## config.mk

```make
export PLATFORM = sky130hd
export DESIGN_NAME = dco_operand_regs
export DESIGN_NICKNAME = d
export VERILOG_FILES = /design/src/include/dco_pkg.sv /design/src/rtl/dco_operand_regs.sv
export VERILOG_INCLUDE_DIRS = /design/src /design/src/include
export SDC_FILE = /design/constraint.sdc
export NUM_CORES = 1
export LEC_CHECK = 0
export ABC_AREA = 1
export ABC_CLOCK_PERIOD_IN_PS = 17600
export BUFFER_PORTS_ARGS = -buffer_cell sky130_fd_sc_hd__buf_2
export CAP_MARGIN = 20
export CORE_MARGIN = 3
export CORE_UTILIZATION = 50
export DETAILED_ROUTE_END_ITERATION = 12
export PLACE_DENSITY = 0.76
export SETUP_SLACK_MARGIN = 0.05
export SKIP_LAST_GASP = 1
export SYNTH_ARGS = -nofsm -noshare
export SYNTH_HDL_FRONTEND = slang
export SYNTH_SLANG_ARGS = --single-unit
```

## constraint.sdc

```tcl
create_clock -name pclk -period 17.6 [get_ports pclk]
set_input_delay 0.88 -clock pclk [delete_from_list [all_inputs] [get_ports pclk]]
set_output_delay 0.88 -clock pclk [all_outputs]
set_load 0.02 [all_outputs]
```

## src/include/dco_defs.svh

```systemverilog
`ifndef DCO_DEFS_SVH
`define DCO_DEFS_SVH

// register indices; byte address is four times the index
`define DCO_IDX_PLANE_MASK  10'h050
`define DCO_IDX_CARRY_MASK  10'h054
`define DCO_IDX_FRONT_COL   10'h058
`define DCO_IDX_BACK_COL    10'h05c
`define DCO_IDX_WIDTH_M1    10'h060
`define DCO_IDX_HEIGHT_M1   10'h062
`define DCO_IDX_CLIP_X      10'h06c
`define DCO_IDX_CLIP_Y      10'h06e
`define DCO_IDX_SRC_X       10'h070
`define DCO_IDX_SRC_Y       10'h072
`define DCO_IDX_PAT_X       10'h074
`define DCO_IDX_PAT_Y       10'h076
`define DCO_IDX_DST_X       10'h078
`define DCO_IDX_DST_Y       10'h07a

// field layout and reset values
`define DCO_CARRY_BITS      31
`define DCO_DIM_BITS        12
`define DCO_RST_WORD        32'h0000_0000
`define DCO_RST_HALF        16'h0000

`endif

```

## src/include/dco_pkg.sv

```systemverilog
package dco_pkg;

  // operand source selection codes
  typedef enum logic [1:0] {
    DCO_SEL_FIXED  = 2'h0,
    DCO_SEL_RSVD1  = 2'h1,
    DCO_SEL_SOURCE = 2'h2,
    DCO_SEL_RSVD3  = 2'h3
  } dco_sel_t;

  // destination colour compare conditions
  typedef enum logic [2:0] {
    DCO_CMP_TRUE  = 3'h0,
    DCO_CMP_GT    = 3'h1,
    DCO_CMP_EQ    = 3'h2,
    DCO_CMP_LT    = 3'h3,
    DCO_CMP_FALSE = 3'h4,
    DCO_CMP_GE    = 3'h5,
    DCO_CMP_GT2   = 3'h6,
    DCO_CMP_LE    = 3'h7
  } dco_cmp_t;

endpackage : dco_pkg

```

## src/rtl/dco_operand_regs.sv

```systemverilog
`timescale 1ns/100ps
`include "dco_defs.svh"

module dco_operand_regs #(
  parameter int PEL_BITS = 32
) (
  // clock and reset
  input  wire logic                   pclk,
  input  wire logic                   presetn,
  // apb slave
  input  wire logic                   psel,
  input  wire logic                   penable,
  input  wire logic                   pwrite,
  input  wire logic [11:0]            paddr,
  input  wire logic [31:0]            pwdata,
  output logic                        pready,
  output logic [31:0]                 prdata,
  output logic                        pslverr,
  // pixel request from the coprocessor sequencer
  input  wire logic                   pix_valid,
  input  wire logic [2:0]             pel_depth_code,
  input  wire logic [PEL_BITS-1:0]    dst_pel,
  input  wire logic [PEL_BITS-1:0]    src_pel,
  input  wire logic                   pattern_bit,
  input  dco_pkg::dco_sel_t           front_operand_select,
  input  dco_pkg::dco_sel_t           back_operand_select,
  input  wire logic                   mix_add,
  input  wire logic [PEL_BITS-1:0]    cmp_value,
  input  dco_pkg::dco_cmp_t           cmp_cond,
  // pixel answer
  output logic                        result_valid,
  output logic [PEL_BITS-1:0]         result_pel,
  output logic [PEL_BITS-1:0]         operand_pel,
  output logic                        update_inhibit,
  // operation geometry to the sequencer
  output logic [`DCO_DIM_BITS:0]      op_width_count,
  output logic [`DCO_DIM_BITS:0]      op_height_count,
  output logic [15:0]                 clip_origin_x_offset,
  output logic [15:0]                 clip_origin_y_offset,
  output logic [15:0]                 src_coord_x,
  output logic [15:0]                 src_coord_y,
  output logic [15:0]                 pattern_coord_x,
  output logic [15:0]                 pattern_coord_y,
  output logic [31:0]                 dst_coord_x_ext,
  output logic [31:0]                 dst_coord_y_ext
);

  logic [31:0]               plane_update_mask;
  logic [`DCO_CARRY_BITS-1:0] carry_break_mask;
  logic [31:0]               fixed_front_colour;
  logic [31:0]               fixed_back_colour;
  logic [15:0]               op_width_minus_one;
  logic [15:0]               op_height_minus_one;
  logic [15:0]               dst_coord_x;
  logic [15:0]               dst_coord_y;
  logic [31:0]               next_prdata;
  logic                      next_pslverr;
  logic                      wr_en;
  logic [PEL_BITS-1:0]       depth_mask;
  logic [PEL_BITS-1:0]       msb_onehot;
  logic [PEL_BITS-1:0]       eff_pm;
  logic [PEL_BITS-1:0]       eff_cm;
  logic [PEL_BITS-1:0]       sel_operand;
  logic [PEL_BITS-1:0]       a_in;
  logic [PEL_BITS-1:0]       b_in;
  logic [PEL_BITS-1:0]       sum;
  logic [PEL_BITS:0]         carry;
  logic [PEL_BITS-1:0]       next_result;
  logic [PEL_BITS-1:0]       cmp_masked;
  logic                      next_inhibit;

  function automatic logic hit(input logic [11:0] a, input logic [9:0] idx);
    hit = (a == {idx, 2'b00});
  endfunction : hit

  // apb: zero wait states, read data and error prepared in the setup cycle
  assign wr_en = psel && penable && pwrite;

  always_comb
  begin
    next_prdata  = 32'h0000_0000;
    next_pslverr = 1'b0;
    // write-only registers answer zero so stale colours are never exposed
    if (hit(paddr, `DCO_IDX_PLANE_MASK) || hit(paddr, `DCO_IDX_CARRY_MASK) ||
        hit(paddr, `DCO_IDX_FRONT_COL) || hit(paddr, `DCO_IDX_BACK_COL) ||
        hit(paddr, `DCO_IDX_WIDTH_M1) || hit(paddr, `DCO_IDX_HEIGHT_M1) ||
        hit(paddr, `DCO_IDX_CLIP_X) || hit(paddr, `DCO_IDX_CLIP_Y))
      next_prdata = 32'h0000_0000;
    else if (hit(paddr, `DCO_IDX_SRC_X))
      next_prdata = {16'h0000, src_coord_x};
    else if (hit(paddr, `DCO_IDX_SRC_Y))
      next_prdata = {16'h0000, src_coord_y};
    else if (hit(paddr, `DCO_IDX_PAT_X))
      next_prdata = {16'h0000, pattern_coord_x};
    else if (hit(paddr, `DCO_IDX_PAT_Y))
      next_prdata = {16'h0000, pattern_coord_y};
    else if (hit(paddr, `DCO_IDX_DST_X))
      next_prdata = {16'h0000, dst_coord_x};
    else if (hit(paddr, `DCO_IDX_DST_Y))
      next_prdata = {16'h0000, dst_coord_y};
    else
      next_pslverr = 1'b1;
  end

  always_ff @(posedge pclk or negedge presetn)
  begin
    if (!presetn)
    begin
      pready  <= 1'b0;
      prdata  <= 32'h0000_0000;
      pslverr <= 1'b0;
    end
    else
    begin
      pready <= 1'b1;
      if (psel && !penable)
      begin
        prdata  <= pwrite ? 32'h0000_0000 : next_prdata;
        pslverr <= next_pslverr;
      end
      else if (!psel)
      begin
        prdata  <= 32'h0000_0000;
        pslverr <= 1'b0;
      end
    end
  end

  // register writes
  always_ff @(posedge pclk or negedge presetn)
  begin
    if (!presetn)
    begin
      plane_update_mask    <= `DCO_RST_WORD;
      carry_break_mask     <= `DCO_CARRY_BITS'(`DCO_RST_WORD);
      fixed_front_colour   <= `DCO_RST_WORD;
      fixed_back_colour    <= `DCO_RST_WORD;
      op_width_minus_one   <= `DCO_RST_HALF;
      op_height_minus_one  <= `DCO_RST_HALF;
      clip_origin_x_offset <= `DCO_RST_HALF;
      clip_origin_y_offset <= `DCO_RST_HALF;
      src_coord_x          <= `DCO_RST_HALF;
      src_coord_y          <= `DCO_RST_HALF;
      pattern_coord_x      <= `DCO_RST_HALF;
      pattern_coord_y      <= `DCO_RST_HALF;
      dst_coord_x          <= `DCO_RST_HALF;
      dst_coord_y          <= `DCO_RST_HALF;
    end
    else if (wr_en)
    begin
      if (hit(paddr, `DCO_IDX_PLANE_MASK))
        plane_update_mask <= pwdata;
      else if (hit(paddr, `DCO_IDX_CARRY_MASK))
        carry_break_mask <= pwdata[`DCO_CARRY_BITS-1:0];
      else if (hit(paddr, `DCO_IDX_FRONT_COL))
        fixed_front_colour <= pwdata;
      else if (hit(paddr, `DCO_IDX_BACK_COL))
        fixed_back_colour <= pwdata;
      else if (hit(paddr, `DCO_IDX_WIDTH_M1))
        op_width_minus_one <= pwdata[15:0];
      else if (hit(paddr, `DCO_IDX_HEIGHT_M1))
        op_height_minus_one <= pwdata[15:0];
      else if (hit(paddr, `DCO_IDX_CLIP_X))
        clip_origin_x_offset <= pwdata[15:0];
      else if (hit(paddr, `DCO_IDX_CLIP_Y))
        clip_origin_y_offset <= pwdata[15:0];
      else if (hit(paddr, `DCO_IDX_SRC_X))
        src_coord_x <= pwdata[15:0];
      else if (hit(paddr, `DCO_IDX_SRC_Y))
        src_coord_y <= pwdata[15:0];
      else if (hit(paddr, `DCO_IDX_PAT_X))
        pattern_coord_x <= pwdata[15:0];
      else if (hit(paddr, `DCO_IDX_PAT_Y))
        pattern_coord_y <= pwdata[15:0];
      else if (hit(paddr, `DCO_IDX_DST_X))
        dst_coord_x <= pwdata[15:0];
      else if (hit(paddr, `DCO_IDX_DST_Y))
        dst_coord_y <= pwdata[15:0];
    end
  end

  // counts and extended destination coordinates presented to the sequencer, one cycle behind the registers
  always_ff @(posedge pclk or negedge presetn)
  begin
    if (!presetn)
    begin
      op_width_count  <= '0;
      op_height_count <= '0;
      dst_coord_x_ext <= 32'h0000_0000;
      dst_coord_y_ext <= 32'h0000_0000;
    end
    else
    begin
      // only twelve bits count; software keeps the value within range
      op_width_count  <= {1'b0, op_width_minus_one[`DCO_DIM_BITS-1:0]} + 13'h001;
      op_height_count <= {1'b0, op_height_minus_one[`DCO_DIM_BITS-1:0]} + 13'h001;
      dst_coord_x_ext <= {{16{dst_coord_x[15]}}, dst_coord_x};
      dst_coord_y_ext <= {{16{dst_coord_y[15]}}, dst_coord_y};
    end
  end

  // pixel depth: codes 0..5 give 1, 2, 4, 8, 16, 32 bits
  always_comb
  begin
    case (pel_depth_code)
      3'h0:    depth_mask = PEL_BITS'(32'h0000_0001);
      3'h1:    depth_mask = PEL_BITS'(32'h0000_0003);
      3'h2:    depth_mask = PEL_BITS'(32'h0000_000f);
      3'h3:    depth_mask = PEL_BITS'(32'h0000_00ff);
      3'h4:    depth_mask = PEL_BITS'(32'h0000_ffff);
      default: depth_mask = PEL_BITS'(32'hffff_ffff);
    endcase
  end

  assign msb_onehot = depth_mask ^ (depth_mask >> 1);
  assign eff_pm     = PEL_BITS'(plane_update_mask) & depth_mask;
  assign eff_cm     = PEL_BITS'({1'b0, carry_break_mask}) & depth_mask;

  // operand selection; reserved codes fall back to the fixed colour
  always_comb
  begin
    if (pattern_bit)
      sel_operand = (front_operand_select == dco_pkg::DCO_SEL_SOURCE) ?
                    src_pel : PEL_BITS'(fixed_front_colour);
    else
      sel_operand = (back_operand_select == dco_pkg::DCO_SEL_SOURCE) ?
                    src_pel : PEL_BITS'(fixed_back_colour);
  end

  // masked bits are zeroed so they cannot feed a carry into live bits
  assign a_in = dst_pel & eff_pm;
  assign b_in = sel_operand & eff_pm;

  assign carry[0] = 1'b0;
  for (genvar i = 0; i < PEL_BITS; i++)
  begin : g_chain
    assign sum[i] = a_in[i] ^ b_in[i] ^ carry[i];
    assign carry[i+1] = ((a_in[i] & b_in[i]) | (carry[i] & (a_in[i] | b_in[i])))
                        & eff_cm[i] & ~msb_onehot[i];
  end

  assign next_result = ((mix_add ? sum : b_in) & eff_pm) | (dst_pel & ~eff_pm);
  assign cmp_masked  = cmp_value & eff_pm;

  always_comb
  begin
    case (cmp_cond)
      dco_pkg::DCO_CMP_TRUE:  next_inhibit = 1'b1;
      dco_pkg::DCO_CMP_GT:    next_inhibit = a_in > cmp_masked;
      dco_pkg::DCO_CMP_EQ:    next_inhibit = a_in == cmp_masked;
      dco_pkg::DCO_CMP_LT:    next_inhibit = a_in < cmp_masked;
      dco_pkg::DCO_CMP_FALSE: next_inhibit = 1'b0;
      dco_pkg::DCO_CMP_GE:    next_inhibit = a_in >= cmp_masked;
      dco_pkg::DCO_CMP_GT2:   next_inhibit = a_in > cmp_masked;
      default:                next_inhibit = a_in <= cmp_masked;
    endcase
  end

  always_ff @(posedge pclk or negedge presetn)
  begin
    if (!presetn)
    begin
      result_valid   <= 1'b0;
      result_pel     <= '0;
      operand_pel    <= '0;
      update_inhibit <= 1'b0;
    end
    else
    begin
      result_valid <= pix_valid;
      if (pix_valid)
      begin
        result_pel     <= next_result;
        operand_pel    <= sel_operand & depth_mask;
        update_inhibit <= next_inhibit;
      end
    end
  end

  // helper copies for the checks below
  logic [PEL_BITS-1:0] h_dst;
  logic [PEL_BITS-1:0] h_pm;
  logic [PEL_BITS-1:0] h_xor;
  always_ff @(posedge pclk or negedge presetn)
  begin
    if (!presetn)
    begin
      h_dst <= '0;
      h_pm  <= '0;
      h_xor <= '0;
    end
    else
    begin
      h_dst <= dst_pel;
      h_pm  <= eff_pm;
      h_xor <= ((a_in ^ b_in) & eff_pm) | (dst_pel & ~eff_pm);
    end
  end

  a_plane_keep_bits: assert property (@(posedge pclk) disable iff (!presetn)
    result_valid |-> ((result_pel ^ h_dst) & ~h_pm) == '0)
    else $error("masked pixel bit changed");
  a_masked_compare: assert property (@(posedge pclk) disable iff (!presetn)
    pix_valid && cmp_cond == dco_pkg::DCO_CMP_EQ && eff_pm == '0 |=> update_inhibit)
    else $error("masked bits affected compare");
  a_depth_high_bits: assert property (@(posedge pclk) disable iff (!presetn)
    pix_valid && pel_depth_code == 3'h2 |=> result_pel[PEL_BITS-1:4] == h_dst[PEL_BITS-1:4])
    else $error("bits above depth changed");
  a_carry_blocked: assert property (@(posedge pclk) disable iff (!presetn)
    pix_valid && mix_add && eff_cm == '0 |=> result_pel == h_xor)
    else $error("carry crossed a blocked position");
  a_msb_no_carry: assert property (@(posedge pclk) disable iff (!presetn)
    pix_valid && mix_add && pel_depth_code == 3'h0 |=> result_pel == h_xor)
    else $error("carry left pixel msb");
  a_front_fixed: assert property (@(posedge pclk) disable iff (!presetn)
    pix_valid && pattern_bit && front_operand_select == dco_pkg::DCO_SEL_FIXED
    |=> operand_pel == ($past(fixed_front_colour) & $past(depth_mask)))
    else $error("front colour not selected");
  a_back_fixed: assert property (@(posedge pclk) disable iff (!presetn)
    pix_valid && !pattern_bit && back_operand_select == dco_pkg::DCO_SEL_FIXED
    |=> operand_pel == ($past(fixed_back_colour) & $past(depth_mask)))
    else $error("back colour not selected");
  a_front_source: assert property (@(posedge pclk) disable iff (!presetn)
    pix_valid && pattern_bit && front_operand_select == dco_pkg::DCO_SEL_SOURCE
    |=> operand_pel == ($past(src_pel) & $past(depth_mask)))
    else $error("source map not selected");
  // the count follows the register by one edge, so look two edges after the write
  a_width_count: assert property (@(posedge pclk) disable iff (!presetn)
    wr_en && hit(paddr, `DCO_IDX_WIDTH_M1) && pwdata[15:12] == 4'h0
    |=> ##1 op_width_count == {1'b0, $past(pwdata[11:0], 2)} + 13'h001)
    else $error("width count wrong");
  // the first edge after reset still shows the reset value, so it is skipped
  a_height_count: assert property (@(posedge pclk) disable iff (!presetn)
    $past(presetn) |-> op_height_count == {1'b0, $past(op_height_minus_one[11:0])} + 13'h001)
    else $error("height count wrong");
  a_wo_read_zero: assert property (@(posedge pclk) disable iff (!presetn)
    psel && !penable && !pwrite && hit(paddr, `DCO_IDX_FRONT_COL) |=> prdata == 32'h0)
    else $error("write-only register read back");
  a_src_readback: assert property (@(posedge pclk) disable iff (!presetn)
    psel && !penable && !pwrite && hit(paddr, `DCO_IDX_SRC_X)
    |=> prdata == {16'h0000, $past(src_coord_x)})
    else $error("source x readback wrong");
  a_dst_sign_ext: assert property (@(posedge pclk) disable iff (!presetn)
    wr_en && hit(paddr, `DCO_IDX_DST_X) |=> ##1 dst_coord_x_ext[31:15] == {17{dst_coord_x[15]}})
    else $error("destination x not sign extended");

  c_add_mix: cover property (@(posedge pclk) pix_valid && mix_add && eff_cm != '0);
  c_src_operand: cover property (@(posedge pclk) pix_valid && !pattern_bit &&
    back_operand_select == dco_pkg::DCO_SEL_SOURCE);
  c_inhibit: cover property (@(posedge pclk) result_valid && update_inhibit);
  c_bad_addr: cover property (@(posedge pclk) psel && penable && pslverr);
  c_narrow_add: cover property (@(posedge pclk) pix_valid && mix_add && pel_depth_code == 3'h0);

endmodule : dco_operand_regs

```

==> flow_summary.json <==
{
  "hold_class": "input pin to async pin",
  "reg2reg_slack_ps": 1070,
  "grt_max_degree": 177,
  "cp_common_cell": "nand2_1",
  "ioPinCount": 444,
  "portBuffers": 427,
  "core_um2": 40200,
  "r2r_end": "result_pel[31]$_DFFE_PN0P_",
  "cts_buffers": 46,
  "setup_viol": 0,
  "start_util": 0.511,
  "root_buffer": "clkbuf_16",
  "cp_slowest_cell": "fa_1",
  "skew_ps": 13.2,
  "layout_common_cells": "nand2_1, buf_2, dfrtp_1",
  "cts_tree": "built",
  "place.detailed.hpwl_um": 47800,
  "drc": 0,
  "grt-ovfl-total": 0,
  "dieArea_um2": 43600,
  "grt_pass1_vias": 18100,
  "cp-end-kind": "flop",
  "finalHoldViolCount": 0,
  "ant_nets": 0,
  "p_total_w": 0.00223,
  "hold_buffers": 0,
  "yosysTopAreaCell": "dfrtp_1",
  "vias_per_cell": 5.60,
  "criticalPathCategory": "input pin to flop",
  "worst_pin_slew_ps": 970,
  "wl_per_cell_um": 20.1,
  "cap_violations": 0,
  "p_leak_nw": 13.0,
  "critPathLaunchType": "input pin",
  "grtUsageTotal": 0.302,
  "path_max_fanout": 3,
  "powerDensity_nw_per_um2": 90.8,
  "min_period_over_period": 0.954,
  "synth_edf_count": 0,
  "dr_wl_met3_um": 6430,
  "maxSlewViolCount": 0,
  "synth.cell_area_um2": 20500,
  "area_growth_pct": 19.7,
  "regToRegStartpoint": "fixed_back_colour[0]$_DFFE_PN0P_",
  "worstPathRequired_ps": 18070,
  "drtIter0Drc": 1762,
  "dieHeight_um": 209,
  "wl_met2_um": 30600,
  "fmax_mhz": 59.6,
  "antenna_found_initial": 20,
  "die_w_um": 209,
  "vdd_drop_max_v": 0.0000850,
  "final_nets": 3011,
  "async_flop_share": 1.00,
  "syn_inst": 2433,
  "critPathArrivalTime_ps": 17260,
  "mostFrequentLayoutCell": "nand2_1",
  "dpl-instance-area_um2": 22800,
  "num_vias": 18800,
  "synth.avg_cell_area_um2": 8.44,
  "clock_latency_ps": 580,
  "drive_gt1_frac": 0.214,
  "path_clk_slew_ps": 60,
  "yosysWarnings": 0,
  "rows": 73,
  "synth_cell_types": 49,
  "clock-sinks": 421,
  "totalWireLength_um": 67600,
  "ys.flop_type": "dfrtp_1",
  "grt_pass1_wl_um": 103000,
  "clk_path_buf_depth": 3,
  "synth.top_cell.area_share": 0.513,
  "layout_min_cycle_time_ps": 16780,
  "synth_area_leaders": "dfrtp_1, nand2_1, o21ai_0, inv_1, nor2_1",
  "htreeDepth": 2,
  "stdcell_area_um2": 24600,
  "slew_headroom": 0.353,
  "drt_first_pass_iters": 7,
  "routedLengthMet1_um": 27500,
  "gp_congestion": 0.939,
  "r2r_cells": 91,
  "status": "completed",
  "crit_path_max_incr_delay_ps": 370,
  "timing.hold.ws_ps": 306,
  "dr.max_layer_used": "met5",
  "ys_seq_elements": 421,
  "seq_area_frac_synth": 0.513
}
## layout make-up
class,instances,area [um2]
Fill cell,3451,15600
Sequential cell,421,10500
Multi-Input combinational cell,1656,8490
Timing Repair Buffer,460,2490
Clock buffer,59,1350
Inverter,203,764
Tap cell,525,657
Clock inverter,25,268
Antenna cell,11,27.5
## how the worst max path moves through the flow
stage | depth (start not counted) | from | slack [ps] | endpoint
3_5_place_dp | 94 | back_operand_select[0] | -140 | result_pel[31]$_DFFE_PN0P_
6_report | 94 | back_operand_select[0] | 820 | result_pel[31]$_DFFE_PN0P_
5_1_grt | 95 | front_operand_select[1] | -50 | result_pel[31]$_DFFE_PN0P_
3_3_place_gp | 94 | front_operand_select[0] | 110 | result_pel[31]$_DFFE_PN0P_
2_1_floorplan | 92 | pattern_bit | 840 | result_pel[31]$_DFFE_PN0P_
4_1_cts | 94 | back_operand_select[0] | 290 | result_pel[31]$_DFFE_PN0P_
## cell usage after synthesis, types with 2 or more instances
cell	n
a21oi_1	106
fa_1	30
a32o_1	21
nand4_1	9
clkbuf_1	78
o211ai_1	20
clkbuf_2	4
nor4_1	3
a21oi_2	2
buf_1	9
and3_1	10
inv_1	188
buf_6	3
nor3_4	2
nor2_2	4
ha_1	35
nand2_1	712
o21ai_1	29
buf_4	53
nor2_4	5
dfrtp_1	421
nor2_1	184
nand3_2	3
nand2_2	4
o22ai_1	18
o21ai_0	280
buf_2	21
conb_1	2
xor2_1	19
a211oi_1	5
o21a_1	21
nor3_2	3
clkinv_1	2
nor3_1	8
nand3_1	82
nor3b_1	2
inv_2	12
o2111ai_1	12
## flip-flops by register name, summed over array words and instances (netlist names), 12 cells and up
name,cells
fixed_back_colour,32
src_coord_x,16
plane_update_mask,32
operand_pel,32
clip_origin_y_offset,16
dst_coord_x_ext,16
op_width_minus_one,12
pattern_coord_y,16
clip_origin_x_offset,16
result_pel,32
op_height_count,13
dst_coord_y,16
fixed_front_colour,32
pattern_coord_x,16
op_height_minus_one,12
prdata,16
dst_coord_x,16
carry_break_mask,31
src_coord_y,16
op_width_count,13
dst_coord_y_ext,16
## kinds of logic (layout without fill, tap and decap cells)
kind of cell               count (synthesis)  after routing  share of synthesized area
adders and majority gates                 65             65                     0.0505
and+or+nand+nor                         1036           1036                      0.206
other                                      2             28                   0.000366
DFF                                      421            421                      0.513
buffers and inverters                    371            747                     0.0802
xor gates and xnor gates                  20             20                    0.00853
AOI/OAI and AO/OA                        518            518                      0.142
## layer usage
layer	vias to the layer above	global-route usage
met3	176	0.0769
met2	940	0.459
met5	-	0
met1	9130	0.419
met4	18	0.119
li1	8562	-
## power breakdown
part	internal [W]	switching (W)	leakage [nW]	total [W]
combinational	0.0000599	0.000152	6.55	0.000212
sequential	0.000983	0.00000863	5.60	0.000992
clock	0.000617	0.000411	0.804	0.00103
total	0.00166	0.000572	13.0	0.00223
## repair_timing
| item | 4_1_cts | 5_1_grt |
|---|---|---|
| resized for setup | 0 | 19 |
| setup buffers | 0 | 1 |
| setup endpoints to repair | 0 | 2 |
## critical path: cells and delay by family
| kind | cells | cell delay (ps) |
|---|---|---|
| adder cells (fa/ha/maj) | 31 | 10640 |
| AND/OR/NAND/NOR | 54 | 4760 |
| AO/OA/AOI/OAI | 6 | 700 |
| buffers and inverters | 3 | 260 |
## metrics by stage
step / TNS, ps / util / instances / setup WS, ps
6_report: 0 / 0.612 / 3360 / 816
3_3_place_gp: 0 / 0.566 / 3256 / 113
4_1_cts: 0 / 0.607 / 3343 / 292
2_1_floorplan: 0 / - / 2448 / 841
5_1_grt: -49.4 / 0.612 / 3358 / -49.4
3_5_place_dp: -144 / 0.567 / 3259 / -144
Power figures use the tool's default switching activity.
